### src/shared/iss_pkg.sv
`default_nettype none
package iss_pkg;
	localparam int unsigned NUM_CHANNELS = 17;
	localparam int unsigned ADDR_W       = 12;
	localparam int unsigned REG_W        = 8;
	// Printed offsets are multiples of four, so they are byte addresses
	localparam logic [11:0] SUMMARY_LOW_ADDR  = 12'h2c0;
	localparam logic [11:0] SUMMARY_HIGH_ADDR = 12'h300;
	localparam logic [11:0] SUMMARY_ZERO_ADDR = 12'h380;
	localparam logic [11:0] TIMER_STATUS_ADDR = 12'h3c0;
	localparam logic [11:0] IRQ_STATUS_ADDR   = 12'h3d0;
	localparam logic [11:0] IRQ_MASK_ADDR     = 12'h3d4;
	localparam logic [7:0]  RESET_VALUE       = 8'h00;
	localparam int unsigned OVERFLOW_BIT      = 0;
	localparam int unsigned ZERO_CH_BIT       = 7;
	localparam int unsigned LOW_CH_BASE       = 1;
	localparam int unsigned HIGH_CH_BASE      = 9;
	// Interrupt status layout
	localparam int unsigned EV_CHANNEL_BIT    = 0;
	localparam int unsigned EV_OVERFLOW_BIT   = 1;
	localparam logic [31:0] UNMAPPED_DATA     = 32'h0000_0000;

	typedef struct packed {
		logic [11:0] adr;
		logic [31:0] dat;
		logic [3:0]  sel;
		logic        we;
		logic        cyc;
		logic        stb;
	} iss_wb_req_s;

	typedef struct packed {
		logic [31:0] dat;
		logic        ack;
	} iss_wb_rsp_s;
endpackage : iss_pkg
`default_nettype wire
### src/rtl/iss_summary.sv
// Contract
// - Low summary register bits 7..0 reflect channels 8..1, bit n-1 for channel n.
// - High summary register bits 7..0 reflect channels 16..9.
// - Zero summary register bit 7 is channel 0; bits 6..0 reserved, read zero.
// - Summary bit reads one while channel has pending interrupt; zero otherwise and at reset.
// - Timer overflow flag bit 0 sets whenever the one-second timer expires.
// - Software writes one to clear the overflow flag; reset value zero.
//
// The Wishbone interface to the registers was decided locally.
`timescale 1ns/1ps
`default_nettype none
module iss_summary #(
	parameter int unsigned NUM_CHANNELS = iss_pkg::NUM_CHANNELS
) (
	input  wire logic                      clk_i,
	input  wire logic                      rst_i,
	input  wire logic [NUM_CHANNELS-1:0]   channel_pending_flag_i,
	input  wire logic                      second_tick_i,
	input  wire iss_pkg::iss_wb_req_s      wb_req_i,
	output var iss_pkg::iss_wb_rsp_s       wb_rsp_o,
	output logic                           irq_o
);
	generate
		if (NUM_CHANNELS != iss_pkg::NUM_CHANNELS)
		begin : g_bad_channels
			$error("iss_summary serves exactly 17 channels");
		end
	endgenerate

	logic [NUM_CHANNELS-1:0] pending_q;
	logic                    second_overflow_flag_q;
	logic [1:0]              irq_status_q;
	logic [1:0]              irq_mask_q;
	logic                    ack_q;
	logic [31:0]             rdata_q;
	logic                    access;
	logic                    wr_en;
	logic                    rd_en;
	logic                    any_pending_q;
	logic [1:0]              events;
	logic [31:0]             rdata_d;
	logic                    overflow_clear;
	logic                    status_read;
	logic                    mask_write;

	// Channel flags come from per-channel logic on this same clock
	always_ff @(posedge clk_i)
	begin
		if (rst_i)
			pending_q <= '0;
		else
			pending_q <= channel_pending_flag_i;
	end

	// Reads are taken at the request edge; writes commit on the edge that sees ack high
	assign access = wb_req_i.cyc && wb_req_i.stb && !ack_q;
	assign wr_en  = wb_req_i.cyc && wb_req_i.stb && wb_req_i.we && ack_q;
	assign rd_en  = access && !wb_req_i.we;

	function automatic logic reg_hit(
		input logic [iss_pkg::ADDR_W-1:0] adr,
		input logic [iss_pkg::ADDR_W-1:0] target
	);
		reg_hit = (adr == target);
	endfunction : reg_hit

	// Holes in the map read zero and swallow writes
	function automatic logic addr_mapped(input logic [iss_pkg::ADDR_W-1:0] adr);
		addr_mapped = reg_hit(adr, iss_pkg::SUMMARY_LOW_ADDR)
			|| reg_hit(adr, iss_pkg::SUMMARY_HIGH_ADDR)
			|| reg_hit(adr, iss_pkg::SUMMARY_ZERO_ADDR)
			|| reg_hit(adr, iss_pkg::TIMER_STATUS_ADDR)
			|| reg_hit(adr, iss_pkg::IRQ_STATUS_ADDR)
			|| reg_hit(adr, iss_pkg::IRQ_MASK_ADDR);
	endfunction : addr_mapped

	function automatic logic [iss_pkg::REG_W-1:0] summary_low(
		input logic [NUM_CHANNELS-1:0] p
	);
		summary_low = p[iss_pkg::LOW_CH_BASE +: iss_pkg::REG_W];
	endfunction : summary_low

	function automatic logic [iss_pkg::REG_W-1:0] summary_high(
		input logic [NUM_CHANNELS-1:0] p
	);
		summary_high = p[iss_pkg::HIGH_CH_BASE +: iss_pkg::REG_W];
	endfunction : summary_high

	function automatic logic [iss_pkg::REG_W-1:0] summary_zero(
		input logic [NUM_CHANNELS-1:0] p
	);
		summary_zero                      = '0;
		summary_zero[iss_pkg::ZERO_CH_BIT] = p[0];
	endfunction : summary_zero

	// Only the low byte lane carries these 8-bit registers
	assign overflow_clear = wr_en && wb_req_i.sel[0] && wb_req_i.dat[iss_pkg::OVERFLOW_BIT]
		&& reg_hit(wb_req_i.adr, iss_pkg::TIMER_STATUS_ADDR);
	assign status_read    = rd_en && reg_hit(wb_req_i.adr, iss_pkg::IRQ_STATUS_ADDR);
	assign mask_write     = wr_en && wb_req_i.sel[0]
		&& reg_hit(wb_req_i.adr, iss_pkg::IRQ_MASK_ADDR);

	always_ff @(posedge clk_i)
	begin
		if (rst_i)
			second_overflow_flag_q <= 1'b0;
		else if (second_tick_i)
			second_overflow_flag_q <= 1'b1;
		else if (overflow_clear)
			second_overflow_flag_q <= 1'b0;
	end

	// Event sources: rising summary activity and a timer expiry
	always_ff @(posedge clk_i)
	begin
		if (rst_i)
			any_pending_q <= 1'b0;
		else
			any_pending_q <= |pending_q;
	end

	always_comb
	begin
		events = '0;
		events[iss_pkg::EV_CHANNEL_BIT]  = (|pending_q) && !any_pending_q;
		events[iss_pkg::EV_OVERFLOW_BIT] = second_tick_i;
	end

	// A read clears status, but a same-cycle event still wins
	always_ff @(posedge clk_i)
	begin
		if (rst_i)
			irq_status_q <= '0;
		else if (status_read)
			irq_status_q <= events;
		else
			irq_status_q <= irq_status_q | events;
	end

	always_ff @(posedge clk_i)
	begin
		if (rst_i)
			irq_mask_q <= '0;
		else if (mask_write)
			irq_mask_q <= wb_req_i.dat[1:0];
	end

	assign irq_o = |(irq_status_q & irq_mask_q);

	always_comb
	begin
		rdata_d = iss_pkg::UNMAPPED_DATA;
		case (wb_req_i.adr)
			iss_pkg::SUMMARY_LOW_ADDR:
				rdata_d[7:0] = summary_low(pending_q);
			iss_pkg::SUMMARY_HIGH_ADDR:
				rdata_d[7:0] = summary_high(pending_q);
			iss_pkg::SUMMARY_ZERO_ADDR:
				rdata_d[7:0] = summary_zero(pending_q);
			iss_pkg::TIMER_STATUS_ADDR:
				rdata_d[iss_pkg::OVERFLOW_BIT] = second_overflow_flag_q;
			iss_pkg::IRQ_STATUS_ADDR:
				rdata_d[1:0] = irq_status_q;
			iss_pkg::IRQ_MASK_ADDR:
				rdata_d[1:0] = irq_mask_q;
			default:
				rdata_d = iss_pkg::UNMAPPED_DATA;
		endcase
	end

	// One wait state; unmapped addresses still ack, so a stray access never hangs the bus
	always_ff @(posedge clk_i)
	begin
		if (rst_i)
			ack_q <= 1'b0;
		else
			ack_q <= access;
	end

	// Data is zero outside an answered read, so a stale value never leaks
	always_ff @(posedge clk_i)
	begin
		if (rst_i)
			rdata_q <= '0;
		else
			rdata_q <= rd_en ? rdata_d : iss_pkg::UNMAPPED_DATA;
	end

	assign wb_rsp_o.ack = ack_q;
	assign wb_rsp_o.dat = rdata_q;
endmodule : iss_summary
`default_nettype wire

### config.mk
export PLATFORM = sky130hd
export DESIGN_NAME = iss_summary
export DESIGN_NICKNAME = d
export VERILOG_FILES = /design/src/shared/iss_pkg.sv /design/src/rtl/iss_summary.sv
export SDC_FILE = /design/constraint.sdc
export NUM_CORES = 1
export LEC_CHECK = 0
export BUFFER_PORTS_ARGS = -buffer_cell sky130_fd_sc_hd__buf_4
export CAP_MARGIN = 0
export CORE_MARGIN = 3
export CORE_UTILIZATION = 31
export CTS_CLUSTER_DIAMETER = 120
export DETAILED_ROUTE_END_ITERATION = 7
export PLACE_DENSITY = 0.65
export SYNTH_ARGS = -nofsm -noshare
export SYNTH_HDL_FRONTEND = slang
export SYNTH_SLANG_ARGS = --single-unit
### constraint.sdc
create_clock -name clk_i -period 1.6 [get_ports clk_i]
set_clock_uncertainty 0.05 [all_clocks]
set_input_delay 0.08 -clock clk_i [delete_from_list [all_inputs] [get_ports clk_i]]
set_output_delay 0.08 -clock clk_i [all_outputs]
set_load 0.05 [all_outputs]
# After elaboration in Yosys (flattened, before gate mapping)
# Index checks and enable logic that the tools add are counted.
# totals
regBits	56
inputBits	71
out_inout_bits	34
elab_cells	41
# op_classes
n_eq_ne	6
n_mux	6
n_bitwise	3
n_reduce_logical	18
# ops
op	n
12-bit by 10-bit equality test with 1-bit output, second input constant	6
6-bit case mux with 3 select lines	1
17-bit OR reduction	1
1-bit logical AND	11
1-bit case mux with 5 select lines	1
1-bit case mux with 4 select lines	1
2-bit OR reduction	2
1-bit zero test	3
2-bit AND	1
1-bit two-way mux	2
2-bit two-way mux	1
2-bit OR	1
2-bit nonzero test	1
1-bit NOT	1

# Longest topological paths before layout
# logic_depth
depth_word	8
mapped_depth	5
mapped_depth_nobuf	4

# Least setup slack after synthesis
# No wires, ideal clock.
# synth_timing
kind	input -> register
startpoint	in wb_req_i[40] (netlist name)
endpoint	reg rdata_q[1]
setup_time_ps	66
arrival_ps	1396
required_time_ps	1484
slack_ps	89
stages	5
n_path_buf	1
cell_sequence	or4_4 -> buf_6 -> nor4_4 -> a222oi_1 -> nor2_1
# synth_between
elab_chain_cells	2
word_cells_on_any_way	5
cone_classes	eq/ne (4); mux (1)
# synth_rtl
element	line_no	rtl
from (decl)	iss_summary.sv:19	input wire iss_pkg::iss_wb_req_s wb_req_i,
12-bit by 10-bit equality test with 1-bit output	iss_summary.sv:153	case (wb_req_i.adr)
1-bit case mux with 4 select lines (*)	iss_summary.sv:153	
to (signal assigned)	iss_summary.sv:186	rdata_q <= rd_en ? rdata_d : iss_pkg::UNMAPPED_DATA;
to (decl)	iss_summary.sv:35	logic [31:0] rdata_q;
# Mark *: on every way between the ends. The rest lies on a longest branch, timed or not.
# A chain may end at the register's enable or synchronous reset.

# Worst setup path after layout
# layout_timing
startpoint	in wb_req_i[50] (netlist name)
endpoint	reg irq_status_q[0]
# layout_between
elab_chain_cells	3
# layout_rtl
element	line_no	rtl
12-bit by 10-bit equality test with 1-bit output	iss_summary.sv:64	reg_hit = (adr == target);
1-bit logical AND	iss_summary.sv:99	assign status_read = rd_en && reg_hit(wb_req_i.adr, iss_pkg::IRQ_STATUS_ADDR);
2-bit two-way mux	iss_summary.sv:134	else if (status_read)
to (signal assigned)	iss_summary.sv:135	irq_status_q <= events;
to (signal assigned)	iss_summary.sv:137	irq_status_q <= irq_status_q | events;
to (decl)	iss_summary.sv:32	logic [1:0] irq_status_q;
# No other way between the ends.

==> results.toml <==
[floorplan]
die_h_um = 73.3
start_util = 0.336
ios = 105
die_x_um = 73.3
core_mm2 = 0.00417
die_area_mm2 = 0.00537
rows = 23

[clocking]
clk_pin_slew_ns = 0.06
tritoncts = "done"
cts_setup_buffers = 0
h-tree-depth = 2
cts_buffers = 5
root_buffer = "clkbuf_8"
clk_latency_ns = 0.28
clockBufferDepth = 2
cts_sinks = 32

[logic_synthesis]
synth.avg_cell_area_um2 = 9.42
syn_inst = 149
synth-seq-cells = 32
synth_area_mm2 = 0.00140
yosysWarnings = 0
ys_types = 33
ys_seq_area_frac = 0.456

[setup_path]
r2r-start = "pending_q[2]$_SDFF_PP0_"
cp.required_ns = 1.71
startpoint_type = "input pin"
worstSetupPathType = "in2reg"
cp-end-kind = "register"
crit_start = "wb_req_i[50]"
crit_fanout = 5
worstPathArrival_ns = 1.52

[final_layout]
syn_to_final_growth_pct = 41.2
layout_common_cells = "buf_4 (50), dfxtp_1 (32), conb_1 (24), nor2b_1 (18), dlygate4sd3_1 (17)"
finalCoreUtilization = 0.475
fillers = 419
drive_above_1_share = 0.294
layout_commonest_cell = "buf_4"
final_net_count = 288
diodes = 0

[routing]
via_per_inst = 4.34
drt_iter0_markers = 32
wire_per_inst_um = 11.6
wl_mm = 3.11
drc = 0
antenna_left = 0
first_pass_iters = 4
vias = 1164

[global_routing]
antenna_found_initial = 0
grt_overflow = 0
grt_max_degree = 26
track_usage = 0.120
grt_pass1_wl_mm = 4.91
grt_pass1_vias = 1121

[worst_hold_path]
hp-class = "in2reg"
min_from = "wb_req_i[7]"

[timing]
holdWs_ns = 0.0242
fin_crit_sh = 0.884
min_period_ns = 1.41
hold_violations = 0
finalMaxSlewViolations = 0
setup_viol = 0
rsz0062_at_grt = "no"
fmax_ghz = 0.707

[job]
cap_violations = 0

[power_and_ir_drop]
p_per_area_mw_per_mm2 = 897
peakVddDrop_mv = 0.477
power_leakage_nw = 0.854

[place]
place_congestion = 0.782
portBuffers = 47
post-dp-hpwl_mm = 2.33

[run_status]
status = "finished clean"
-- state kept, by name, indices dropped and copies added, names as in the netlist --
signal,cells
ack_q,1
rdata_q,8
second_overflow_flag_q,1
pending_q,17
irq_status_q,2
any_pending_q,1
irq_mask_q,2
-- per-stage QoR --
stage	total power [W]	setup TNS (ns)	setup WS, ns	instance area, um2	cells
2_1_floorplan	0.00109	0	0.0888	1490	172
3_3_place_gp	0.00113	-0.329	-0.0866	1720	243
3_5_place_dp	0.00113	-0.352	-0.0965	1720	243
4_1_cts	0.00179	0	0.192	1980	268
5_1_grt	0.00185	0	0.0933	1980	268
6_report	0.00178	0	0.186	1980	268
-- cells by family after synthesis --
family / count (synthesis) / synth area share
AOI/OAI and AO/OA: 20 / 0.0918
buffers and inverters: 31 / 0.155
DFF: 32 / 0.456
muxes: 3 / 0.0223
other: 1 / 0.00267
and+or+nand+nor: 62 / 0.272
-- per-layer routing --
| layer | part of all wire | vias up | GRT usage |
|---|---|---|---|
| met3 | 0.081 | 7 | 0.0315 |
| li1 | - | 601 | - |
| met5 | 0 | - | 0 |
| met1 | 0.41 | 510 | 0.147 |
| met4 | 0.023 | 0 | 0.0664 |
| met2 | 0.48 | 46 | 0.192 |
-- cell usage after synthesis (all sizes together) --
| cell type | n | area, um2 |
|---|---|---|
| nor4 | 6 | 52.6 |
| nor2 | 14 | 52.6 |
| mux2i | 2 | 20.0 |
| nand4 | 1 | 6.26 |
| or2 | 1 | 6.26 |
| or3b | 1 | 8.76 |
| or3 | 2 | 12.5 |
| mux2 | 1 | 11.3 |
| a222oi | 1 | 10.0 |
| nor4b | 1 | 23.8 |
| nand3 | 5 | 25.0 |
| a21oi | 5 | 25.0 |
| or4b | 1 | 10.0 |
| o21ai | 5 | 25.0 |
| a22o | 1 | 8.76 |
| nand2 | 4 | 15.0 |
| conb | 1 | 3.75 |
| nand2b | 1 | 6.26 |
| o31ai | 1 | 7.51 |
| a22oi | 6 | 45.0 |
| or4 | 2 | 18.8 |
| or4bb | 1 | 11.3 |
| nor2b | 18 | 113 |
| buf | 26 | 199 |
| clkbuf | 3 | 11.3 |
| a211oi | 1 | 7.51 |
| inv | 2 | 7.51 |
| dfxtp | 32 | 641 |
| nor3 | 4 | 20.0 |
-- report_power, final --
part	total, W	switching (W)	internal (W)
registers	0.000847	0.0000178	0.000829
clock network	0.000625	0.000276	0.000349
logic	0.000306	0.000189	0.000117
-- critical path, stage by stage --
cell and delay (ns):
buf_4 0.11, or4bb_1 0.62, or3_1 0.48, o21ai_1 0.15
o31ai_1 0.08
-- worst paths after layout --
path                                                    to  slack, ns  cells past startpoint
worst max-delay path            irq_status_q[0]$_SDFF_PP0_       0.19                      5
worst max register to register  irq_status_q[0]$_SDFF_PP0_       0.25                      4
worst min-delay path            irq_mask_q[0]$_SDFFE_PP0P_       0.02                      3
worst min register to register  irq_status_q[0]$_SDFF_PP0_       0.36                      1
-- repair_timing --
item / in CTS / in global routing
setup endpoints to repair: 0 / 0
endpoints found under the hold margin: 17 / 0
hold buffers: 17 / 0
resized for setup: 0 / 0
-- cell type report --
cell class,instances,area (um2),share of cell area
flip-flops and latches,32,641,0.323
multi-input cells,109,632,0.319
clock inverters,1,7.51,0.00379
clock buffers,7,86.3,0.0436
well taps,50,62.6,0.0316
inverters,2,7.51,0.00379
repair buffers,67,546,0.275
Power figures use the tool's default switching activity.
